==> src/hw/can_irq_consts.vh <==
// Constants for the CAN interrupt enable and priority block
//
// Functional notes
// - Transmit buffer 2 enable bit passes its request at 1, blocks at 0
// - Enable bit 3 gates transmit buffer 1 request: 1 passes, 0 blocks
// - Enable bit 2 gates transmit buffer 0 request: 1 passes, 0 blocks
// - Enable bit 1 gates receive buffer 1 request: 1 passes, 0 blocks
// - Enable bit 0 gates receive buffer 0 request: 1 passes, 0 blocks
// - Priority bit 6 sends wake-up request high at 1, low at 0
// - Priority bit 5 sends bus error request high at 1, low at 0
// - Enable bits 7, 6, 5 gate invalid message, wake-up, bus error
`ifndef CAN_IRQ_CONSTS_VH
`define CAN_IRQ_CONSTS_VH

////////////////////////////////////////////////////////////////////////////
// Register byte offsets
`define OFS_IRQ_ENABLE    8'h00
`define OFS_IRQ_PRIORITY  8'h04
`define OFS_REQ_RAW       8'h08
`define OFS_REQ_ROUTED    8'h0C
`define OFS_EVT_STATUS    8'h10
`define OFS_EVT_MASK      8'h14
`define OFS_VECTOR        8'h18

////////////////////////////////////////////////////////////////////////////
// Reset values
`define RST_IRQ_ENABLE    8'h00
`define RST_IRQ_PRIORITY  8'h00
`define RST_EVT_STATUS    8'h00
`define RST_EVT_MASK      8'h00
`define RST_PRDATA        32'h0000_0000

////////////////////////////////////////////////////////////////////////////
// Source bit positions, shared by every 8-bit register
`define BIT_RX_BUF0       0
`define BIT_RX_BUF1       1
`define BIT_TX_BUF0       2
`define BIT_TX_BUF1       3
`define BIT_TX_BUF2       4
`define BIT_BUS_ERROR     5
`define BIT_WAKEUP        6
`define BIT_INVALID_MSG   7
`define NUM_SRC           8

////////////////////////////////////////////////////////////////////////////
// Field positions of routed and vector registers
`define ROUTED_LO_LSB     0
`define ROUTED_HI_LSB     8
`define VEC_HI_LSB        0
`define VEC_HI_VALID      3
`define VEC_LO_LSB        8
`define VEC_LO_VALID      11

`endif

==> src/hw/sticky_w1c.v <==
// Sticky event flags, set by hardware, cleared by writing one
`timescale 1ns/10ps
module sticky_w1c #(
    parameter W = 8
) (
    // Clock and reset
    input  wire         clk_sys,
    input  wire         sys_rst,
    // Set and clear
    input  wire [W-1:0] set,
    input  wire [W-1:0] clr,
    // Flags
    output wire [W-1:0] flag
);

    reg [W-1:0] flag_q;

    genvar i;
    generate
        for (i = 0; i < W; i = i + 1) begin : g_bit
            // Set wins over a same-cycle clear
            always @(posedge clk_sys) begin
                if (sys_rst) begin
                    flag_q[i] <= 1'b0;
                end else if (set[i]) begin
                    flag_q[i] <= 1'b1;
                end else if (clr[i]) begin
                    flag_q[i] <= 1'b0;
                end
            end
        end
    endgenerate

    assign flag = flag_q;

endmodule // sticky_w1c

==> src/hw/irq_route.v <==
// Per-source enable gating and high or low priority routing
`timescale 1ns/10ps
module irq_route #(
    parameter W = 8
) (
    // Clock and reset
    input  wire         clk_sys,
    input  wire         sys_rst,
    // Requests and controls
    input  wire [W-1:0] req,
    input  wire [W-1:0] en,
    input  wire [W-1:0] prio,
    // Routed requests
    output wire [W-1:0] hi_vec,
    output wire [W-1:0] lo_vec,
    output wire         hi_any,
    output wire         lo_any
);

    reg  [W-1:0] hi_q;
    reg  [W-1:0] lo_q;
    wire [W-1:0] hi_d;
    wire [W-1:0] lo_d;

    genvar i;
    generate
        for (i = 0; i < W; i = i + 1) begin : g_src
            // Enable gates, priority picks the vector
            assign hi_d[i] = req[i] & en[i] & prio[i];
            assign lo_d[i] = req[i] & en[i] & ~prio[i];
        end
    endgenerate

    always @(posedge clk_sys) begin
        if (sys_rst) begin
            hi_q <= {W{1'b0}};
            lo_q <= {W{1'b0}};
        end else begin
            hi_q <= hi_d;
            lo_q <= lo_d;
        end
    end

    assign hi_vec = hi_q;
    assign lo_vec = lo_q;
    assign hi_any = |hi_q;
    assign lo_any = |lo_q;

endmodule // irq_route

==> src/hw/can_irq_enable_priority.v <==
// CAN interrupt enable, priority routing and event registers on APB
`timescale 1ns/10ps
`include "can_irq_consts.vh"
module can_irq_enable_priority (
    // Clock and reset
    input  wire        clk_sys,
    input  wire        sys_rst,
    // APB slave
    input  wire        psel,
    input  wire        penable,
    input  wire        pwrite,
    input  wire [7:0]  paddr,
    input  wire [31:0] pwdata,
    input  wire [3:0]  pstrb,
    output wire        pready,
    output wire [31:0] prdata,
    output wire        pslverr,
    // Source requests from the flag logic
    input  wire [7:0]  src_req,
    // Processor interrupt lines
    output wire        irq_high,
    output wire        irq_low,
    // Summary event interrupt
    output wire        irq
);

    ////////////////////////////////////////////////////////////////////////
    // Decoding helpers

    // Register select: one bit per mapped offset
    function [6:0] reg_sel;
        input [7:0] addr;
        begin
            reg_sel = 7'h00;
            case (addr)
                `OFS_IRQ_ENABLE: begin
                    reg_sel = 7'h01;
                end
                `OFS_IRQ_PRIORITY: begin
                    reg_sel = 7'h02;
                end
                `OFS_REQ_RAW: begin
                    reg_sel = 7'h04;
                end
                `OFS_REQ_ROUTED: begin
                    reg_sel = 7'h08;
                end
                `OFS_EVT_STATUS: begin
                    reg_sel = 7'h10;
                end
                `OFS_EVT_MASK: begin
                    reg_sel = 7'h20;
                end
                `OFS_VECTOR: begin
                    reg_sel = 7'h40;
                end
                default: begin
                    reg_sel = 7'h00;
                end
            endcase
        end
    endfunction

    // Lowest-numbered active source: valid bit and index
    function [3:0] first_src;
        input [7:0] vec;
        integer k;
        begin
            first_src = 4'h0;
            for (k = `NUM_SRC - 1; k >= 0; k = k - 1) begin
                if (vec[k]) begin
                    first_src = {1'b1, k[2:0]};
                end
            end
        end
    endfunction

    // One register byte placed in the low lane of a bus word
    function [31:0] byte_word;
        input [7:0] b;
        begin
            byte_word = {24'h00_0000, b};
        end
    endfunction

    ////////////////////////////////////////////////////////////////////////
    // Declarations

    reg  [7:0]  enable_q;
    reg  [7:0]  priority_q;
    reg  [7:0]  evt_mask_q;
    reg  [7:0]  src_req_q;
    reg  [31:0] prdata_q;
    reg  [31:0] prdata_d;
    reg         pslverr_q;
    reg         irq_q;
    reg  [7:0]  evt_clr;
    wire [6:0]  sel;
    wire        setup;
    wire        wr_acc;
    wire        lane0;
    wire [7:0]  evt_set;
    wire [7:0]  evt_flag;
    wire [7:0]  hi_vec;
    wire [7:0]  lo_vec;
    wire        hi_any;
    wire        lo_any;
    wire [3:0]  hi_first;
    wire [3:0]  lo_first;
    wire        wr_enable;
    wire        wr_priority;
    wire        wr_status;
    wire        wr_mask;
    wire        hi_valid;
    wire [2:0]  hi_idx;
    wire        lo_valid;
    wire [2:0]  lo_idx;
    wire [7:0]  evt_pend;

    ////////////////////////////////////////////////////////////////////////
    // APB phase decode

    assign sel    = reg_sel(paddr);
    assign setup  = psel & ~penable;
    assign wr_acc = psel & penable & pwrite;
    assign lane0  = pstrb[0];

    ////////////////////////////////////////////////////////////////////////
    // Per-register write strobes on the low byte lane
    assign wr_enable   = wr_acc & lane0 & sel[0];
    assign wr_priority = wr_acc & lane0 & sel[1];
    assign wr_status   = wr_acc & lane0 & sel[4];
    assign wr_mask     = wr_acc & lane0 & sel[5];

    // Zero wait states
    assign pready = 1'b1;

    ////////////////////////////////////////////////////////////////////////
    // Writable registers

    always @(posedge clk_sys) begin
        if (sys_rst) begin
            enable_q <= `RST_IRQ_ENABLE;
        end else if (wr_enable) begin
            enable_q <= pwdata[7:0];
        end
    end

    always @(posedge clk_sys) begin
        if (sys_rst) begin
            priority_q <= `RST_IRQ_PRIORITY;
        end else if (wr_priority) begin
            priority_q <= pwdata[7:0];
        end
    end

    always @(posedge clk_sys) begin
        if (sys_rst) begin
            evt_mask_q <= `RST_EVT_MASK;
        end else if (wr_mask) begin
            evt_mask_q <= pwdata[7:0];
        end
    end

    ////////////////////////////////////////////////////////////////////////
    // Event flags: rising edge of each source request

    always @(posedge clk_sys) begin
        if (sys_rst) begin
            src_req_q <= 8'h00;
        end else begin
            src_req_q <= src_req;
        end
    end

    genvar s;
    generate
        for (s = 0; s < `NUM_SRC; s = s + 1) begin : g_edge
            assign evt_set[s] = src_req[s] & ~src_req_q[s];
        end
    endgenerate

    always @* begin
        evt_clr = 8'h00;
        if (wr_status) begin
            evt_clr = pwdata[7:0];
        end
    end

    sticky_w1c #(
        .W       (8)
    ) u_evt (
        .clk_sys (clk_sys),
        .sys_rst (sys_rst),
        .set     (evt_set),
        .clr     (evt_clr),
        .flag    (evt_flag)
    );

    ////////////////////////////////////////////////////////////////////////
    // Enable gating and priority routing

    irq_route #(
        .W       (8)
    ) u_route (
        .clk_sys (clk_sys),
        .sys_rst (sys_rst),
        .req     (src_req),
        .en      (enable_q),
        .prio    (priority_q),
        .hi_vec  (hi_vec),
        .lo_vec  (lo_vec),
        .hi_any  (hi_any),
        .lo_any  (lo_any)
    );

    assign irq_high = hi_any;
    assign irq_low  = lo_any;

    assign hi_first = first_src(hi_vec);
    assign lo_first = first_src(lo_vec);

    ////////////////////////////////////////////////////////////////////////
    // Vector register fields

    assign hi_valid = hi_first[3];
    assign hi_idx   = hi_first[2:0];
    assign lo_valid = lo_first[3];
    assign lo_idx   = lo_first[2:0];

    ////////////////////////////////////////////////////////////////////////
    // Summary interrupt

    assign evt_pend = evt_flag & evt_mask_q;

    always @(posedge clk_sys) begin
        if (sys_rst) begin
            irq_q <= 1'b0;
        end else begin
            irq_q <= |evt_pend;
        end
    end

    assign irq = irq_q;

    ////////////////////////////////////////////////////////////////////////
    // Read data, captured in the setup cycle

    always @* begin
        prdata_d = `RST_PRDATA;
        case (sel)
            7'h01: begin
                prdata_d = byte_word(enable_q);
            end
            7'h02: begin
                prdata_d = byte_word(priority_q);
            end
            7'h04: begin
                prdata_d = byte_word(src_req);
            end
            7'h08: begin
                prdata_d[`ROUTED_LO_LSB +: 8] = lo_vec;
                prdata_d[`ROUTED_HI_LSB +: 8] = hi_vec;
            end
            7'h10: begin
                prdata_d = byte_word(evt_flag);
            end
            7'h20: begin
                prdata_d = byte_word(evt_mask_q);
            end
            7'h40: begin
                prdata_d[`VEC_HI_LSB +: 3] = hi_idx;
                prdata_d[`VEC_HI_VALID]    = hi_valid;
                prdata_d[`VEC_LO_LSB +: 3] = lo_idx;
                prdata_d[`VEC_LO_VALID]    = lo_valid;
            end
            default: begin
                prdata_d = `RST_PRDATA;
            end
        endcase
    end

    always @(posedge clk_sys) begin
        if (sys_rst) begin
            prdata_q <= `RST_PRDATA;
        end else if (setup) begin
            prdata_q <= pwrite ? `RST_PRDATA : prdata_d;
        end
    end

    ////////////////////////////////////////////////////////////////////////
    // Error response for unmapped offsets

    always @(posedge clk_sys) begin
        if (sys_rst) begin
            pslverr_q <= 1'b0;
        end else if (setup) begin
            pslverr_q <= ~|sel;
        end
    end

    assign prdata  = prdata_q;
    assign pslverr = pslverr_q & psel & penable;

endmodule // can_irq_enable_priority

==> config.mk <==
export PLATFORM = sky130hd
export DESIGN_NAME = can_irq_enable_priority
export DESIGN_NICKNAME = d
export VERILOG_FILES = /design/src/hw/sticky_w1c.v /design/src/hw/irq_route.v /design/src/hw/can_irq_enable_priority.v
export VERILOG_INCLUDE_DIRS = /design/src /design/src/hw
export SDC_FILE = /design/constraint.sdc
export NUM_CORES = 1
export LEC_CHECK = 0
export BUFFER_PORTS_ARGS = -buffer_cell sky130_fd_sc_hd__buf_2
export CAP_MARGIN = 15
export CORE_MARGIN = 3
export CORE_UTILIZATION = 50
export DETAILED_ROUTE_END_ITERATION = 8
export GPL_TIMING_DRIVEN = 0
export PLACE_DENSITY_LB_ADDON = 0.05
export SETUP_SLACK_MARGIN = 0.05
export SLEW_MARGIN = 20
export SYNTH_ARGS = -nofsm -noshare
export SYNTH_HDL_FRONTEND = slang
export SYNTH_SLANG_ARGS = --single-unit
==> constraint.sdc <==
create_clock -name clk_sys -period 1.9 [get_ports clk_sys]
set_clock_uncertainty 0.15 [all_clocks]
set_input_delay 0.19 -clock clk_sys [delete_from_list [all_inputs] [get_ports clk_sys]]
set_output_delay 0.19 -clock clk_sys [all_outputs]
set_load 0.02 [all_outputs]
==> impl_results.md, run 1 <==
* Maxcap violations at 0
* Share of cells above drive strength 1 at 23.2%
* Final min period at 1810 ps
* Final period util at 95.4%
* Internal Power at 2.29 mW
* Placed cell count at 514
* Routed wire per std cell at 17.5 um
* H-tree depth at 3
* Filler cell count at 560
* Remaining DRCs at 0
* Worst-Skew Late Latency at 350 ps
* Area Overhead vs Synth at 22.3%
* DP HPWL at 6740 um
* Critical path type: primary input to flip-flop
* Most frequent cells in the layout: dfxtp_1, buf_2, nor2_1
* Dpl ws at -337 ps
* Initial antenna violation count at 0
* Max Clock Freq at 552 MHz
* Hold Slack at 79.2 ps
* Asr flop ratio synth at 0%
* Die area at 7920 um^2
* Switching share of power at 25.3%
* Clock root buffer: clkbuf_8
* Crit end category: flip-flop
* Net switching power at 0.773 mW
* First-pass GRT wire length at 14300 um
* Iter 0 DRT Violations at 204
* Worst-Margin Slew at 700 ps
* Reg2Reg Setup Slack at 400 ps
* Nature of the critical path startpoint: primary input
* Die H at 89.0 um
* Cell family with most CP delay: buffers and inverters
* Cts bufs inserted at 9
* Crit Path Max Fanout at 10
* Largest net degree at the start of global routing at 12
* M1 wire length at 4470 um
* Mapped Area at 3440 um^2
* Final setup viols at 0
* Die X at 89.0 um
* Slowest CP cell: a221oi_1
* PnR worst setup slack at 87.0 ps
* Leak at 1.85 nW
* Port Buf Inserts at 48
* N_diodes at 0
* Sequential share of power at 51.8%
* DRT Pass-1 Iters at 5
* Row count at 29
* Power density cells at 727 nW/um^2
* Grt ovf at 0
* Synth Instances at 374
* Initial core utilization at 53.0%
* Io pins at 94
* Post-synth EDFFs at 0
* Crit path DAT at 1880 ps
* Most common cell after layout, fill and taps aside: dfxtp_1
* CP Cell Sequence: buf_2, buf_2, clkbuf_1, nor2_1, a221oi_1, o21ai_0
* HP Class: primary input to flip-flop
* Via Count at 3059
* # clock sinks at 74
* Predominant post-synthesis flop cell: dfxtp_1
* Slowest Stage Delay on Critical Path at 490 ps
* Nets at 521
* Design Area, Final at 4210 um^2
* Combinational share of power at 10.2%
* Max-slew headroom at 53.3%
* Most used cell along the critical path: buf_2
* Met3 WL at 539 um
* Routed wire length at 9570 um
* Yosys warning total at 0
* Buf+Inv Stages, Crit Path at 3
* Vias per cell at 5.60
* Clock power frac at 38.0%
* Floorplan core area at 6490 um^2
* Filler-free cell count of the finished design at 546
* Top layer in use: met4
* Syn Area/Cell at 9.20 um^2
* Vias in the first global route at 2679
* Setup tns final at 0 ps
* Clk slew on worst S/H paths at 70 ps
* Max-slew violations at 0
* Worst vdd ir at 0.453 mV
* GRT Overall Usage at 24.7%
* #FFs+latches synth at 74
* Outcome: finished, final reports clean
* Yosys cell types at 53
* DP Area at 3830 um^2
* Max Buffers Root-to-Sink at 2
* Final Wtd Congestion at 0.837
* Overall power at 3.06 mW
* RSZ-0062 raised after global routing: no
* CTS tree: done
* Final hold vios at 0
* Final core occ at 64.8%
* Critical Path RT at 1970 ps
* Sequential area share after synthesis at 43.0%
* Post-route ant nets at 0
* Routed met2 length at 4370 um
-- flip-flops by register name, indices dropped and copies added, names as in the netlist --
name	count
enable_q	8
evt_mask_q	8
irq	1
prdata	16
priority_q	8
pslverr_q	1
src_req_q	8
u_evt.flag	8
u_route.hi_vec	8
u_route.lo_vec	8
-- worst min-delay path, delay by kind of cell --
family,cells,cell delay [ps]
buffers and inverters,1,110
AND/OR/NAND/NOR,3,220
-- timing repair --
| item | CTS | global route |
|---|---|---|
| hold buffers | 16 | 0 |
| setup buffers | 0 | 0 |
| endpoints found under the hold margin | 37 | 0 |
| setup endpoints to repair | 9 | 3 |
| pin swaps | 1 | 0 |
| resized for setup | 2 | 3 |
-- cell usage after synthesis, types with 7 or more instances --
library cell	n	area (um^2)
a21oi_1	17	85.1
a22oi_1	14	105
and3_1	9	56.3
buf_4	21	158
clkbuf_1	7	26.3
dfxtp_1	74	1480
inv_1	11	41.3
mux2i_1	33	330
nand2_1	20	75.1
nand2b_1	10	62.6
nor2_1	50	188
nor2b_1	9	56.3
nor4_1	8	50.1
o21ai_0	13	65.1
-- metal layers --
layer  up-vias  track usage [%]
met5         -                0
met4         0             9.47
met3        16             4.70
met2       116             38.7
met1      1446             33.9
li1       1481                -
-- cell type report --
type	instances	area, um^2	share of cell area, %
Sequential cell	74	1480	35.2
Clock inverter	1	7.51	0.178
Inverter	11	41.3	0.981
Tap cell	77	96.3	2.29
Multi-Input combinational cell	270	1790	42.5
Timing Repair Buffer	64	400	9.51
Buffer	34	219	5.20
Clock buffer	15	176	4.19
-- power groups by stage --
stage	Combinational, mW	Clock (mW)	Sequential [mW]
3_3_place_gp	0.275	0	1.62
5_1_grt	0.336	1.23	1.59
3_5_place_dp	0.278	0	1.62
6_report	0.311	1.16	1.59
2_1_floorplan	0.184	0	1.62
4_1_cts	0.305	1.16	1.59
-- final timing paths --
kind / from / endpoint / cells after the start
worst max-delay path: paddr[4] / prdata[7] / 6
worst min-delay path: paddr[0] / prdata[3] / 4
worst max register to register: u_route.hi_vec[3] / prdata[2] / 4
worst min register to register: priority_q[4] / u_route.lo_vec[4] / 1
-- kinds of logic (layout without fill, tap and decap cells) --
logic type	Yosys count	in the layout	synth area share (%)
simple gates	149	149	24.1
flops	74	74	43.0
compound gates	65	65	12.5
buf+inv	45	125	7.56
mux	39	39	12.5
other cells	2	17	0.218
No activity file was read; power rests on OpenSTA's default activity.
==> inputs of run 2 (changes only) <==
CTS_BUF_LIST = sky130_fd_sc_hd__clkbuf_8   (was not set)
GPL_ROUTABILITY_DRIVEN = 0   (was not set)
==> run 2 against run 1 <==
- design area unchanged
- power fell by 0.65%
- critical path depth unchanged
- wire length grew 0.12%
- via count decreased by 0.46%
- largest power group unchanged
==> impl_results.md, run 2 (synthesis gave the netlist of run 1 again) <==
* Max Buffers Root-to-Sink at 2 (unchanged)
* Max Clock Freq at 552 MHz (about the same)
* Die area at 7920 um^2 (unchanged)
* Top layer in use: met4
* Grt ovf at 0 (unchanged)
* Hold_sp: paddr[0]
* Dpl ws at -337 ps (unchanged)
* DP Area at 3830 um^2 (unchanged)
* Number of flip-flops in the largest register at 16 (unchanged)
* Final min period at 1810 ps (-1.80 ps)
* Io pins at 94 (unchanged)
* Overall power at 3.04 mW (-0.65%)
* Routed wire per std cell at 17.5 um (+0.12%)
* Clock root buffer: clkbuf_8
* GRT Overall Usage at 24.7% (unchanged)
* Routed met2 length at 4370 um (about the same)
* Routed wire length at 9580 um (+0.12%)
* DRT Pass-1 Iters at 4 (-1)
* Area Overhead vs Synth at 22.3% (unchanged)
* Remaining DRCs at 0 (unchanged)
* PnR worst setup slack at 88.8 ps (+1.80 ps)
* Post-route ant nets at 0 (unchanged)
* Design Area, Final at 4210 um^2 (unchanged)
* Filler-free cell count of the finished design at 546 (unchanged)
* Final setup viols at 0 (unchanged)
* R2r startpoint: u_route.hi_vec[3]
* HP Class: primary input to flip-flop
* Max-slew headroom at 53.5% (+0.18 points)
* Worst vdd ir at 0.453 mV (about the same)
* Initial core utilization at 53.0% (unchanged)
* Crit end category: flip-flop
* First-pass GRT wire length at 14300 um (unchanged)
* Crit path DAT at 1880 ps (about the same)
* WHS Path Cells at 4 (unchanged)
* Largest net degree at the start of global routing at 12 (unchanged)
* Port Buf Inserts at 48 (unchanged)
* DP HPWL at 6740 um (unchanged)
* Die H at 89.0 um (unchanged)
* Critical Path RT at 1970 ps (about the same)
* RSZ-0062 raised after global routing: no
* Hold Crit Endpoint: prdata[3]
* Outcome: finished, final reports clean
* Worst-Skew Late Latency at 340 ps (about the same)
* Iter 0 DRT Violations at 204 (unchanged)
* Clk slew on worst S/H paths at 70 ps (about the same)
* CTS tree: done
* Setup tns final at 0 ps (unchanged)
* Filler cell count at 560 (unchanged)
* Nature of the critical path startpoint: primary input
* Most frequent cells in the layout: dfxtp_1, buf_2, nor2_1
* Initial antenna violation count at 0 (unchanged)
* Via Count at 3045 (-0.46%)
* Leak at 1.86 nW (+0.67%)
* Vias in the first global route at 2679 (unchanged)
* Die X at 89.0 um (unchanged)
* Share of cells above drive strength 1 at 23.2% (unchanged)
* Row count at 29 (unchanged)
* Placed cell count at 514 (unchanged)
* M1 wire length at 4490 um (+0.40%)
* Crit Path Max Fanout at 10 (unchanged)
* Most common cell after layout, fill and taps aside: dfxtp_1
* N_diodes at 0 (unchanged)
* R2R depth at 4 (unchanged)
* H-tree depth at 3 (unchanged)
* Final period util at 95.3% (about the same)
* Cts bufs inserted at 9 (unchanged)
* Maxcap violations at 0 (unchanged)
* # clock sinks at 74 (unchanged)
* Floorplan core area at 6490 um^2 (unchanged)
* Reg2reg end: prdata[2]
* Nets at 521 (unchanged)
* Worst-Margin Slew at 697 ps (-2.74 ps)
* Critical path type: primary input to flip-flop
* Met3 WL at 527 um (-2.2%)
* Max-slew violations at 0 (unchanged)
* Post-CTS setup buffers at 0 (unchanged)
* Vias per cell at 5.58 (-0.46%)
* Final hold vios at 0 (unchanged)
* Power density cells at 722 nW/um^2 (-0.65%)
* Reg2Reg Setup Slack at 390 ps (about the same)
-- run 2: cell count changes in the layout (fill, tap and decap cells not counted) --
cell	before	now
inv_1	11	14
clkbuf_1	10	7
-- run 2: metrics by stage --
stage / hold WS (ps) / util [%]
after floorplan: 131 / -
after global placement: 286 / 59.0
after detailed placement: 289 / 59.0
after CTS: 62.0 / 64.5
after global routing: 79.0 / 64.8
final: 81.6 / 64.8
-- run 2: power breakdown --
part           internal (mW)  total (mW)  leakage, nW  switching, mW
clock                  0.568        1.14        0.102          0.574
combinational          0.128       0.310         1.16          0.182
sequential              1.57        1.59        0.601         0.0124
total                   2.27        3.04         1.86          0.769
-- run 2: worst max-delay path: stages --
cell and delay, ps:
buf_2 170, buf_2 320, clkbuf_1 470, nor2_1 100, a221oi_1 490, o21ai_0 130
-- run 2: cell type report --
cell class	count	area [um^2]	area share (%)
Sequential cell	74	1480	35.2
Clock inverter	4	18.8	0.446
Timing Repair Buffer	64	400	9.51
Clock buffer	12	165	3.92
Inverter	11	41.3	0.981
Multi-Input combinational cell	270	1790	42.5
Tap cell	77	96.3	2.29
Buffer	34	219	5.20
-- run 2: worst max path at each step --
stage / endpoint / from / slack, ps / cells past startpoint
2_1_floorplan: enable_q[0] / paddr[3] / 120 / 6
6_report: prdata[7] / paddr[4] / 90 / 6
3_3_place_gp: evt_mask_q[1] / paddr[2] / -310 / 6
5_1_grt: prdata[7] / paddr[4] / 50 / 6
3_5_place_dp: evt_mask_q[5] / paddr[2] / -340 / 6
4_1_cts: prdata[0] / sys_rst / 110 / 5
-- run 2: what timing repair did --
action | CTS | global route
endpoints found under the hold margin | 37 | 0
resized for setup | 2 | 3
hold buffers | 16 | 0
pin swaps | 1 | 0
setup endpoints to repair | 9 | 3
-- run 2: per-layer routing --
metal / up-vias / GRT usage, %
li1: 1483 / -
met1: 1439 / 33.9
met2: 105 / 38.7
met3: 18 / 4.70
met4: 0 / 9.47
met5: - / 0
